[src/inc/pw_hdr_pkg.sv]
// Purpose: Shared constants for the pseudowire header builder
// Assumes: 32-bit register port, byte offsets, one word per register
// Notes: Encapsulation and field codes are used by the header builder and the bench
package pw_hdr_pkg;
  localparam int REG_AW = 8;
  localparam int ID_W = 20;
  localparam int MAX_WORDS = 4;
  localparam logic [7:0] OFS_CTRL = 8'h00;
  localparam logic [7:0] OFS_LOSS = 8'h04;
  localparam logic [7:0] OFS_TUN0 = 8'h08;
  localparam logic [7:0] OFS_TUN1 = 8'h0C;
  localparam logic [7:0] OFS_COOKIE_HI = 8'h10;
  localparam logic [7:0] OFS_COOKIE_LO = 8'h14;
  localparam logic [7:0] OFS_BSEL = 8'h18;
  localparam logic [7:0] OFS_BCFG = 8'h1C;
  localparam logic [7:0] OFS_STATUS = 8'h20;
  // Control register: TTL and EXP used in every label entry
  localparam int CTRL_TTL_LSB = 0;
  localparam int CTRL_EXP_LSB = 8;
  localparam logic [31:0] CTRL_RST = 32'h0000_00FF;
  // Bundle configuration word
  localparam int BCFG_ID_LSB = 0;
  localparam int BCFG_MODE_LSB = 20;
  localparam int BCFG_TUN_LSB = 22;
  localparam int BCFG_CK_LSB = 24;
  localparam int BCFG_R_BIT = 26;
  localparam int BCFG_PORT_LSB = 27;
  localparam int BCFG_W = 30;
  localparam logic [1:0] ENC_MPLS = 2'h0;
  localparam logic [1:0] ENC_MEF = 2'h1;
  localparam logic [1:0] ENC_L2TP_V4 = 2'h2;
  localparam logic [1:0] ENC_L2TP_V6 = 2'h3;
  localparam logic [1:0] CK_NONE = 2'h0;
  localparam logic [1:0] CK_32 = 2'h1;
  localparam logic [1:0] CK_64 = 2'h2;
  localparam logic [7:0] PROTO_L2TP = 8'h73;
  localparam logic [7:0] PROTO_NONE = 8'h00;
  // Control word layout
  localparam int CW_RES_LSB = 28;
  localparam int CW_L_BIT = 27;
  localparam int CW_R_BIT = 26;
  // Label stack entry layout
  localparam int LBL_LSB = 12;
  localparam int EXP_LSB = 9;
  localparam int BOS_BIT = 8;
  // Status register
  localparam int ST_BUSY_BIT = 0;
  localparam int ST_ERR_BIT = 1;
  localparam int ST_CNT_LSB = 16;
endpackage

[src/rtl/mpls_label_entry.sv]
// Purpose: Forms one 32-bit label stack entry
// Assumes: Pure combinational packing
// Notes: Used for both tunnel labels and the bundle label
`timescale 1ns/10ps
`default_nettype none
module mpls_label_entry import pw_hdr_pkg::*; (
  input wire logic [19:0] label_i,
  input wire logic [2:0] exp_i,
  input wire logic bos_i,
  input wire logic [7:0] ttl_i,
  output logic [31:0] word_o
);
  assign word_o = {label_i, exp_i, bos_i, ttl_i};
endmodule
`default_nettype wire

[src/rtl/bundle_cfg_mem.sv]
// Purpose: Per-bundle configuration store, one write and two read ports
// Assumes: Read data registered, one cycle after the address
// Notes: Contents are not reset; software loads every bundle in use
`timescale 1ns/10ps
`default_nettype none
module bundle_cfg_mem #(
  parameter int DEPTH = 64,
  parameter int WIDTH = 30,
  parameter int AW = 6
) (
  input wire logic clk_i,
  input wire logic rst_n_i,
  input wire logic we_i,
  input wire logic [AW-1:0] waddr_i,
  input wire logic [WIDTH-1:0] wdata_i,
  input wire logic [AW-1:0] a_addr_i,
  output logic [WIDTH-1:0] a_data_o,
  input wire logic [AW-1:0] b_addr_i,
  output logic [WIDTH-1:0] b_data_o
);
  logic [WIDTH-1:0] mem [DEPTH];

  always_ff @(posedge clk_i) begin
    if (we_i) begin
      mem[waddr_i] <= wdata_i;
    end
  end

  always_ff @(posedge clk_i) begin
    if (!rst_n_i) begin
      a_data_o <= '0;
      b_data_o <= '0;
    end else begin
      a_data_o <= mem[a_addr_i];
      b_data_o <= mem[b_addr_i];
    end
  end
endmodule
`default_nettype wire

[src/rtl/pw_header_control_word_builder.sv]
// Purpose: Builds pseudowire encapsulation headers and control word
// Assumes: One packet header at a time; all inputs synchronous to clk_i
// Notes: Words leave on a valid/ready stream, control word last
//
// Added by the designer: the strobed register port and the address map.
`timescale 1ns/10ps
`default_nettype none
// How it works
// - MPLS stack carries zero, one or two tunnels
// - Bottom flag set only on bundle label
// - Innermost label carries the bundle identifier
// - MEF circuit field carries the bundle identifier
// - L2TPv3 over IPv4 uses protocol 0x73
// - L2TPv3 over IPv6 uses next header 0x73
// - Session id is bundle id, zero reserved
// - Optional 32 or 64 bit cookie
// - Control word reserved bits sent as zero
// - L bit copied from port loss setting
// - R bit copied from bundle setting
module pw_header_control_word_builder import pw_hdr_pkg::*; #(
  parameter int NUM_PORTS = 8,
  parameter int NUM_BUNDLES = 64
) (
  input wire logic clk_i,
  input wire logic rst_n_i,
  input wire logic [7:0] reg_addr_i,
  input wire logic [31:0] reg_wdata_i,
  input wire logic reg_we_i,
  input wire logic reg_re_i,
  output logic [31:0] reg_rdata_o,
  input wire logic tx_start_i,
  input wire logic [$clog2(NUM_BUNDLES)-1:0] tx_bundle_i,
  output logic tx_ready_o,
  output logic hdr_valid_o,
  output logic [31:0] hdr_data_o,
  output logic hdr_last_o,
  input wire logic hdr_ready_i,
  output logic [7:0] ip_proto_o,
  output logic hdr_err_o,
  input wire logic rx_valid_i,
  input wire logic [1:0] rx_mode_i,
  input wire logic [31:0] rx_word_i,
  output logic rx_valid_o,
  output logic [19:0] rx_bundle_o,
  output logic rx_drop_o
);
  localparam int BW = $clog2(NUM_BUNDLES);
  localparam int PW = $clog2(NUM_PORTS);
  typedef enum logic [1:0] {ST_IDLE, ST_LOOK, ST_EMIT} tx_state_t;
  tx_state_t state_q;
  logic [31:0] ctrl_q, cookie_hi_q, cookie_lo_q, rdata_q;
  logic [NUM_PORTS-1:0] loss_q;
  logic [19:0] tun0_q, tun1_q;
  logic [BW-1:0] bsel_q;
  logic err_q, rd_cfg_q, cfg_we;
  logic [15:0] pkt_cnt_q;
  logic [BCFG_W-1:0] cfg_a, cfg_b;
  // Transmit capture
  logic [1:0] mode_q;
  logic [19:0] bid_q;
  logic l_snap_q, r_snap_q, first_q, err_pulse_q;
  logic [2:0] left_q;
  logic [31:0] words_q [MAX_WORDS];
  logic [7:0] proto_q;
  // Fields of the looked-up bundle
  logic [19:0] c_id;
  logic [1:0] c_mode, c_tun, c_ck;
  logic c_r, c_l2tp, refuse, hs;
  logic [PW-1:0] c_port;
  logic [31:0] lbl_w [3];
  logic [31:0] cw_w;
  logic [31:0] w_d [MAX_WORDS];
  logic [2:0] n_d;

  assign c_id = cfg_a[BCFG_ID_LSB +: ID_W];
  assign c_mode = cfg_a[BCFG_MODE_LSB +: 2];
  assign c_tun = cfg_a[BCFG_TUN_LSB +: 2];
  assign c_ck = cfg_a[BCFG_CK_LSB +: 2];
  assign c_r = cfg_a[BCFG_R_BIT];
  assign c_port = cfg_a[BCFG_PORT_LSB +: PW];
  assign c_l2tp = (c_mode == ENC_L2TP_V4) || (c_mode == ENC_L2TP_V6);
  // Zero is never a valid session, so such a bundle is refused
  assign refuse = c_l2tp && (c_id == '0);
  assign cfg_we = reg_we_i && (reg_addr_i == OFS_BCFG);
  assign hs = hdr_valid_o && hdr_ready_i;
  bundle_cfg_mem #(
    .DEPTH(NUM_BUNDLES),
    .WIDTH(BCFG_W),
    .AW(BW)
  ) u_cfg (
    .clk_i(clk_i),
    .rst_n_i(rst_n_i),
    .we_i(cfg_we),
    .waddr_i(bsel_q),
    .wdata_i(reg_wdata_i[BCFG_W-1:0]),
    .a_addr_i(tx_bundle_i),
    .a_data_o(cfg_a),
    .b_addr_i(bsel_q),
    .b_data_o(cfg_b)
  );
  // Tunnel labels then bundle label; only the last has the bottom flag
  genvar gi;
  generate
    for (gi = 0; gi < 3; gi++) begin : g_lbl
      mpls_label_entry u_lbl (
        .label_i(gi == 0 ? tun0_q : (gi == 1 ? tun1_q : c_id)),
        .exp_i(ctrl_q[CTRL_EXP_LSB +: 3]),
        .bos_i(gi == 2),
        .ttl_i(ctrl_q[CTRL_TTL_LSB +: 8]),
        .word_o(lbl_w[gi])
      );
    end
  endgenerate
  // Reserved, modifier, fragment, length and sequence left at zero
  always_comb begin
    cw_w = '0;
    cw_w[CW_L_BIT] = loss_q[c_port];
    cw_w[CW_R_BIT] = c_r;
  end
  always_comb begin
    int n;
    n = 0;
    w_d = '{default: '0};
    case (c_mode)
      ENC_MPLS: begin
        if (c_tun != 2'h0) begin
          w_d[n] = lbl_w[0];
          n = n + 1;
        end
        if (c_tun[1]) begin
          w_d[n] = lbl_w[1];
          n = n + 1;
        end
        w_d[n] = lbl_w[2];
        n = n + 1;
      end
      ENC_MEF: begin
        w_d[n] = {c_id, 12'h000};
        n = n + 1;
      end
      default: begin
        w_d[n] = {12'h000, c_id};
        n = n + 1;
        if (c_ck == CK_64) begin
          w_d[n] = cookie_hi_q;
          n = n + 1;
        end
        if (c_ck == CK_64 || c_ck == CK_32) begin
          w_d[n] = cookie_lo_q;
          n = n + 1;
        end
      end
    endcase
    w_d[n] = cw_w;
    n = n + 1;
    n_d = n[2:0];
  end
  // Transmit sequencer
  always_ff @(posedge clk_i) begin
    if (!rst_n_i) begin
      state_q <= ST_IDLE;
      left_q <= 3'h0;
      first_q <= 1'b0;
      err_pulse_q <= 1'b0;
    end else begin
      err_pulse_q <= 1'b0;
      case (state_q)
        ST_IDLE: begin
          if (tx_start_i) begin
            state_q <= ST_LOOK;
          end
        end
        ST_LOOK: begin
          if (refuse) begin
            err_pulse_q <= 1'b1;
            state_q <= ST_IDLE;
          end else begin
            left_q <= n_d;
            first_q <= 1'b1;
            state_q <= ST_EMIT;
          end
        end
        ST_EMIT: begin
          if (hs) begin
            left_q <= left_q - 3'h1;
            first_q <= 1'b0;
            if (left_q == 3'h1) begin
              state_q <= ST_IDLE;
            end
          end
        end
        default: state_q <= ST_IDLE;
      endcase
    end
  end
  // Header words shift out so the data port stays a flop
  always_ff @(posedge clk_i) begin
    if (!rst_n_i) begin
      words_q <= '{default: '0};
      mode_q <= ENC_MPLS;
      bid_q <= '0;
      l_snap_q <= 1'b0;
      r_snap_q <= 1'b0;
      proto_q <= PROTO_NONE;
    end else if (state_q == ST_LOOK && !refuse) begin
      for (int i = 0; i < MAX_WORDS; i++) begin
        words_q[i] <= w_d[i];
      end
      mode_q <= c_mode;
      bid_q <= c_id;
      l_snap_q <= cw_w[CW_L_BIT];
      r_snap_q <= cw_w[CW_R_BIT];
      proto_q <= c_l2tp ? PROTO_L2TP : PROTO_NONE;
    end else if (hs) begin
      for (int i = 0; i < MAX_WORDS - 1; i++) begin
        words_q[i] <= words_q[i+1];
      end
      words_q[MAX_WORDS-1] <= '0;
    end
  end
  assign tx_ready_o = (state_q == ST_IDLE);
  assign hdr_valid_o = (state_q == ST_EMIT);
  assign hdr_data_o = words_q[0];
  assign hdr_last_o = hdr_valid_o && (left_q == 3'h1);
  assign ip_proto_o = proto_q;
  assign hdr_err_o = err_pulse_q;
  // Register writes
  always_ff @(posedge clk_i) begin
    if (!rst_n_i) begin
      ctrl_q <= CTRL_RST;
      loss_q <= '0;
      tun0_q <= '0;
      tun1_q <= '0;
      cookie_hi_q <= '0;
      cookie_lo_q <= '0;
      bsel_q <= '0;
    end else if (reg_we_i) begin
      case (reg_addr_i)
        OFS_CTRL: ctrl_q <= reg_wdata_i;
        OFS_LOSS: loss_q <= reg_wdata_i[NUM_PORTS-1:0];
        OFS_TUN0: tun0_q <= reg_wdata_i[19:0];
        OFS_TUN1: tun1_q <= reg_wdata_i[19:0];
        OFS_COOKIE_HI: cookie_hi_q <= reg_wdata_i;
        OFS_COOKIE_LO: cookie_lo_q <= reg_wdata_i;
        OFS_BSEL: bsel_q <= reg_wdata_i[BW-1:0];
        default: ;
      endcase
    end
  end
  // Error flag: a new refusal wins over a write-one clear
  always_ff @(posedge clk_i) begin
    if (!rst_n_i) begin
      err_q <= 1'b0;
      pkt_cnt_q <= '0;
    end else begin
      if (state_q == ST_LOOK && refuse) begin
        err_q <= 1'b1;
      end else if (reg_we_i && reg_addr_i == OFS_STATUS &&
                   reg_wdata_i[ST_ERR_BIT]) begin
        err_q <= 1'b0;
      end
      if (hdr_last_o && hdr_ready_i) begin
        pkt_cnt_q <= pkt_cnt_q + 16'h0001;
      end
    end
  end
  // Register reads; the bundle word comes straight from the store
  always_ff @(posedge clk_i) begin
    if (!rst_n_i) begin
      rdata_q <= '0;
      rd_cfg_q <= 1'b0;
    end else begin
      rd_cfg_q <= reg_re_i && (reg_addr_i == OFS_BCFG);
      rdata_q <= '0;
      if (reg_re_i) begin
        case (reg_addr_i)
          OFS_CTRL: rdata_q <= ctrl_q;
          OFS_LOSS: rdata_q <= 32'(loss_q);
          OFS_TUN0: rdata_q <= {12'h000, tun0_q};
          OFS_TUN1: rdata_q <= {12'h000, tun1_q};
          OFS_COOKIE_HI: rdata_q <= cookie_hi_q;
          OFS_COOKIE_LO: rdata_q <= cookie_lo_q;
          OFS_BSEL: rdata_q <= 32'(bsel_q);
          OFS_STATUS: rdata_q <= {pkt_cnt_q, 14'h0000, err_q,
                                  state_q != ST_IDLE};
          default: rdata_q <= '0;
        endcase
      end
    end
  end
  assign reg_rdata_o = rd_cfg_q ? 32'(cfg_b) : rdata_q;
  // Receive demultiplexing of the innermost header word
  always_ff @(posedge clk_i) begin
    if (!rst_n_i) begin
      rx_valid_o <= 1'b0;
      rx_bundle_o <= '0;
      rx_drop_o <= 1'b0;
    end else begin
      rx_valid_o <= rx_valid_i;
      rx_drop_o <= 1'b0;
      case (rx_mode_i)
        ENC_MPLS: begin
          rx_bundle_o <= rx_word_i[LBL_LSB +: ID_W];
          rx_drop_o <= rx_valid_i && !rx_word_i[BOS_BIT];
        end
        ENC_MEF: rx_bundle_o <= rx_word_i[LBL_LSB +: ID_W];
        default: begin
          rx_bundle_o <= rx_word_i[ID_W-1:0];
          rx_drop_o <= rx_valid_i && (rx_word_i == '0);
        end
      endcase
    end
  end
endmodule
`default_nettype wire

[config.mk]
export PLATFORM = sky130hd
export DESIGN_NAME = pw_header_control_word_builder
export DESIGN_NICKNAME = d
export VERILOG_FILES = /design/src/inc/pw_hdr_pkg.sv /design/src/rtl/mpls_label_entry.sv /design/src/rtl/bundle_cfg_mem.sv /design/src/rtl/pw_header_control_word_builder.sv
export SDC_FILE = /design/constraint.sdc
export NUM_CORES = 2
export LEC_CHECK = 0
export ABC_AREA = 0
export BUFFER_PORTS_ARGS = -buffer_cell sky130_fd_sc_hd__buf_2
export CAP_MARGIN = 20
export CORE_ASPECT_RATIO = 1.1
export CORE_UTILIZATION = 26
export CTS_CLUSTER_DIAMETER = 200
export DETAILED_ROUTE_END_ITERATION = 16
export PLACE_DENSITY = 0.47
export RECOVER_POWER = 25
export SYNTH_ARGS = -nofsm -noshare
export SYNTH_HDL_FRONTEND = slang
export SYNTH_SLANG_ARGS = --single-unit
[constraint.sdc]
create_clock -name clk_i -period 3.5 [get_ports clk_i]
set_input_delay 0.7 -clock clk_i [delete_from_list [all_inputs] [get_ports clk_i]]
set_output_delay 0.7 -clock clk_i [all_outputs]
set_load 0.01 [all_outputs]
==> impl_summary.md <==
Outcome
The flow ran to the end, but the final reports show violations. The checks that failed: capacitance limit, slew limit.

Yosys
The sequential area share after synthesis is 0.616. Summing every instance area after synthesis gives 0.107 sq mm. Of all flip-flops after synthesis, the portion carrying an async set or reset was 0. The synthesized instance count is 7085.

The synthesized area per cell is 15.1 sq um. In this run, distinct cell masters in the synthesized netlist total 80. In the synthesized netlist the dominant register cell turns out to be sky130_fd_sc_hd__edfxtp_1. The number of flip-flops and latches in the synthesized netlist is 2337. The synthesis warning total is 0. Yosys mapped a number of flops with a built-in enable equal to 1920.

GRT
The number of antenna violations at the first check in global routing is 46. After global routing the overflow that remains totals 0. The via count of the first global-routing pass is 73000. The wire length of the first global-routing pass is 640000 microns.

Entering global routing, the biggest net connects 115 pins. Across every metal layer, demand over resource in global routing totals 0.221.

Timing
Setup repair after global routing left no endpoint under its margin. The shortest clock period the worst path allows after layout is 3.46 ns. The number of failing setup endpoints in the final timing report is 0. On the final layout, the worst clock skew is 0.0851 ns. For the pin with the worst max-slew slack, the measured transition is 3.29 ns.

Headroom to the max-slew limit came out at -1.20. The final cycle utilization of the critical path is 0.988. The final number of hold-violating endpoints came to 0. The final number of max-transition violations came to 992. The post-route worst setup slack is 0.0435 ns. Based on the critical path, the design can be clocked at up to 0.289 GHz.

Clock tree
The register clock-pin slew on the reported worst setup and hold paths is 0.06 ns. The worst-case clock buffer depth is 4. The CTS buffer count is 267.

The clock tree from TritonCTS is built. The H-tree generated during clock tree synthesis spans 5 levels. At the later pin of the worst-skew pair, clock insertion delay measures 0.90 ns.

After clock tree synthesis, the setup repair step added 0 buffers. The clock sink count is 2337. The tree is rooted in a sky130_fd_sc_hd__clkbuf_16.

Placement
The total instance count after detailed placement is 12800. The post-placement cell area is 0.120 sq mm. Detailed placement finished with a half-perimeter wire length of 316000 microns.

The final RePlAce weighted congestion is 0.892. Timing analysis after detailed placement gives a worst setup slack of -0.0482 ns. The number of I/O port buffers is 181.

Worst hold path
The cell count of the worst hold path is 2. The worst-case hold path end point is state_q[0]$_SDFFE_PN0P_. The start point of the worst min-delay path is tx_start_i.

The path class of the tightest hold or removal check is in2reg.

Power
The total power divided by cell area is 492 mW/mm^2. The overall power consumption is 63.3 mW. The internal power consumption is 48.8 mW. The proportion of power drawn by the clock network is 0.465. The leakage power summed over all cells is 40.7 nW. The fraction of power spent switching nets is 0.229. The share of power burned in registers is 0.480. The worst-case IR drop observed on VDD is 0.290 mV. Summed over all nets, the switching power comes to 14.5 mW.

The fraction of power consumed by combinational cells is 0.054.

Worst setup path
The category of the worst setup path launch point is an input pin. STA puts the critical path data required time at 4.28 ns. The endpoint class of the critical path is a flop. For the worst setup path, the data arrival time is 4.24 ns.

Together, buffers and inverters on the worst path number 3. The startpoint of the most critical setup path is rst_n_i. The largest stage delay on the critical path is 1.70 ns. The setup path with the least slack is of type in2reg.

The startpoint of the worst-slack reg-to-reg timing path is bsel_q[1]$_SDFFE_PN0P_. Across all register-to-register paths, the minimum setup slack is 0.07 ns. The family of cells with the greatest summed delay on the critical path is buffers and inverters. Among all stages on the critical path, the largest delay is contributed by sky130_fd_sc_hd__clkbuf_1.

The cell repeated most along the worst path is sky130_fd_sc_hd__clkbuf_1. In this run the worst path has a maximum fanout of 42. Counting cells, the worst reg-to-reg path comes to 8. The signal on the critical path passes through clkbuf_1 -> clkbuf_1 -> o211ai_1 -> buf_4 -> a21oi_1. The endpoint identified for the worst register-to-register timing path is u_cfg.b_data_o[28]$_SDFF_PN0_.

Die
The chip width is 614 microns. The vertical extent of the die is 676 microns. The standard-cell row count is 246. The area of the core region is 0.409 sq mm.

The effective utilization at floorplan is 0.262. The die covers 0.415 sq mm. The number of top-level design ports is 185.

Route
The first-pass detailed-route iteration total is 9. The number of vias after detailed routing is 75500. The routed wire length is 474000 microns. After the first detailed-routing iteration, the DRC count stood at 11400. The remaining antenna violation count is 0. Using the TritonRoute via totals, the vias-per-cell ratio works out to 5.69. For this run, design rule violations remaining after detail routing come to 0. Dividing the detail-routed wire length by the instance count gives 35.8 microns.

Final layout
The number of nets at the end of the flow is 7686. Counting the fill cells in the layout gives 40200. The final instance count without filler cells is 13300. The design area is 0.129 sq mm.

The storage element area is 0.0660 sq mm. Of the cells placed in the final design, the portion with a size suffix greater than 1 is 0.266. The layout overhead on the synthesized area is 20.0%. The multi-input combinational cell area is 0.0382 sq mm.

Job
The max-capacitance violation count is 23.
## flip-flops by register name (all words and copies together) (netlist names), 16 cells and up
register and flops:
u_cfg.mem 1920, cookie_lo_q 32, rdata_q 32, u_cfg.b_data_o 30
ctrl_q 32, tun0_q 20, pkt_cnt_q 16, rx_bundle_o 20
cookie_hi_q 32, tun1_q 20, words_q 96, hdr_data_o 32
u_cfg.a_data_o 30
## area by class of cell
type                    instances  area share
inverters                      21    0.000729
diodes                         19    0.000369
flip-flops and latches       2337       0.513
multi-input cells            4085       0.297
clock inverters               126      0.0124
clock buffers                 346      0.0575
well taps                    5456      0.0530
repair buffers                877      0.0657
## logic make-up (layout without fill, tap and decap cells)
family / Yosys count / after routing / share of synthesized area
buffers and inverters: 665 / 1370 / 0.0340
XOR/XNOR: 9 / 9 / 0.000735
adder cells (fa/ha/maj): 10 / 10 / 0.00117
other: 2 / 23 / 0.0000700
AO/OA/AOI/OAI: 1510 / 1510 / 0.0961
flip-flops: 2337 / 2337 / 0.616
multiplexers: 1341 / 1341 / 0.202
AND/OR/NAND/NOR: 1211 / 1211 / 0.0500
## how the worst max path moves through the flow
stage / slack, ns / depth (start not counted) / endpoint
5_1_grt: 0.05 / 8 / u_cfg.b_data_o[27]$_SDFF_PN0_
2_1_floorplan: -0.21 / 7 / u_cfg.mem[44][0]$_DFFE_PP_
4_1_cts: 0.12 / 8 / u_cfg.b_data_o[27]$_SDFF_PN0_
6_report: 0.04 / 5 / rdata_q[31]$_SDFF_PN0_
3_5_place_dp: -0.05 / 6 / u_cfg.a_data_o[10]$_SDFF_PN0_
3_3_place_gp: -0.05 / 6 / u_cfg.a_data_o[10]$_SDFF_PN0_
## Yosys cell counts (all sizes together), types with 134 or more instances
cell type,n,area [sq um]
buf,335,2230
mux2i,575,5760
a221oi,163,1430
a21oi,370,1850
mux4,632,14400
nand3,139,696
mux2,134,1510
dfxtp,417,8350
a22oi,335,2510
o21ai,208,1040
nand2,571,2140
nor2,255,965
clkbuf,309,1340
edfxtp,1920,57700
## repair_timing
action	in CTS	in global routing
gates resized for setup	0	2
endpoints found under the hold margin	1	0
setup endpoints to repair	0	2
hold buffers	1	0
## layer usage
layer | vias to the layer above | wire length (microns) | GRT usage
met3 | 858 | 44900 | 0.0453
met2 | 4902 | 222000 | 0.364
li1 | 29800 | - | -
met4 | 20 | 18800 | 0.0771
met5 | - | 131 | 0
met1 | 39900 | 189000 | 0.288
## placed cells by master (no fill, tap or decap), types with 71 or more instances in the layout
cell type	count
sky130_fd_sc_hd__buf_4	471
sky130_fd_sc_hd__buf_12	194
sky130_fd_sc_hd__nand3_1	138
sky130_fd_sc_hd__mux2_2	131
sky130_fd_sc_hd__clkbuf_16	276
sky130_fd_sc_hd__edfxtp_1	1920
sky130_fd_sc_hd__o21ai_0	204
sky130_fd_sc_hd__clkbuf_1	98
sky130_fd_sc_hd__o22ai_1	119
sky130_fd_sc_hd__buf_2	154
sky130_fd_sc_hd__mux2i_1	575
sky130_fd_sc_hd__nor2_1	179
sky130_fd_sc_hd__mux4_2	573
sky130_fd_sc_hd__a21oi_1	370
sky130_fd_sc_hd__nor2_4	71
sky130_fd_sc_hd__a22oi_1	335
sky130_fd_sc_hd__nand2_1	568
sky130_fd_sc_hd__a221oi_1	163
sky130_fd_sc_hd__dfxtp_1	412
## through the flow
stage	hold WS [ns]	util	TNS, ns
detailed placement	0.444	0.293	-0.0482
global placement	0.442	0.292	-0.0548
finish	0.0531	0.314	0
global route	0.0413	0.314	0
floorplan	0.429	-	-300.26
CTS	0.00467	0.315	0
## power groups by stage
stage | Combinational, mW | Clock [mW] | Sequential (mW)
floorplan | 1.81 | 0 | 30.8
global placement | 3.37 | 0 | 31.0
detailed placement | 3.41 | 0 | 31.0
CTS | 3.42 | 29.8 | 30.4
global route | 3.58 | 30.8 | 30.4
finish | 3.44 | 29.5 | 30.4
Note: power is estimated with default switching activity, not from simulation.
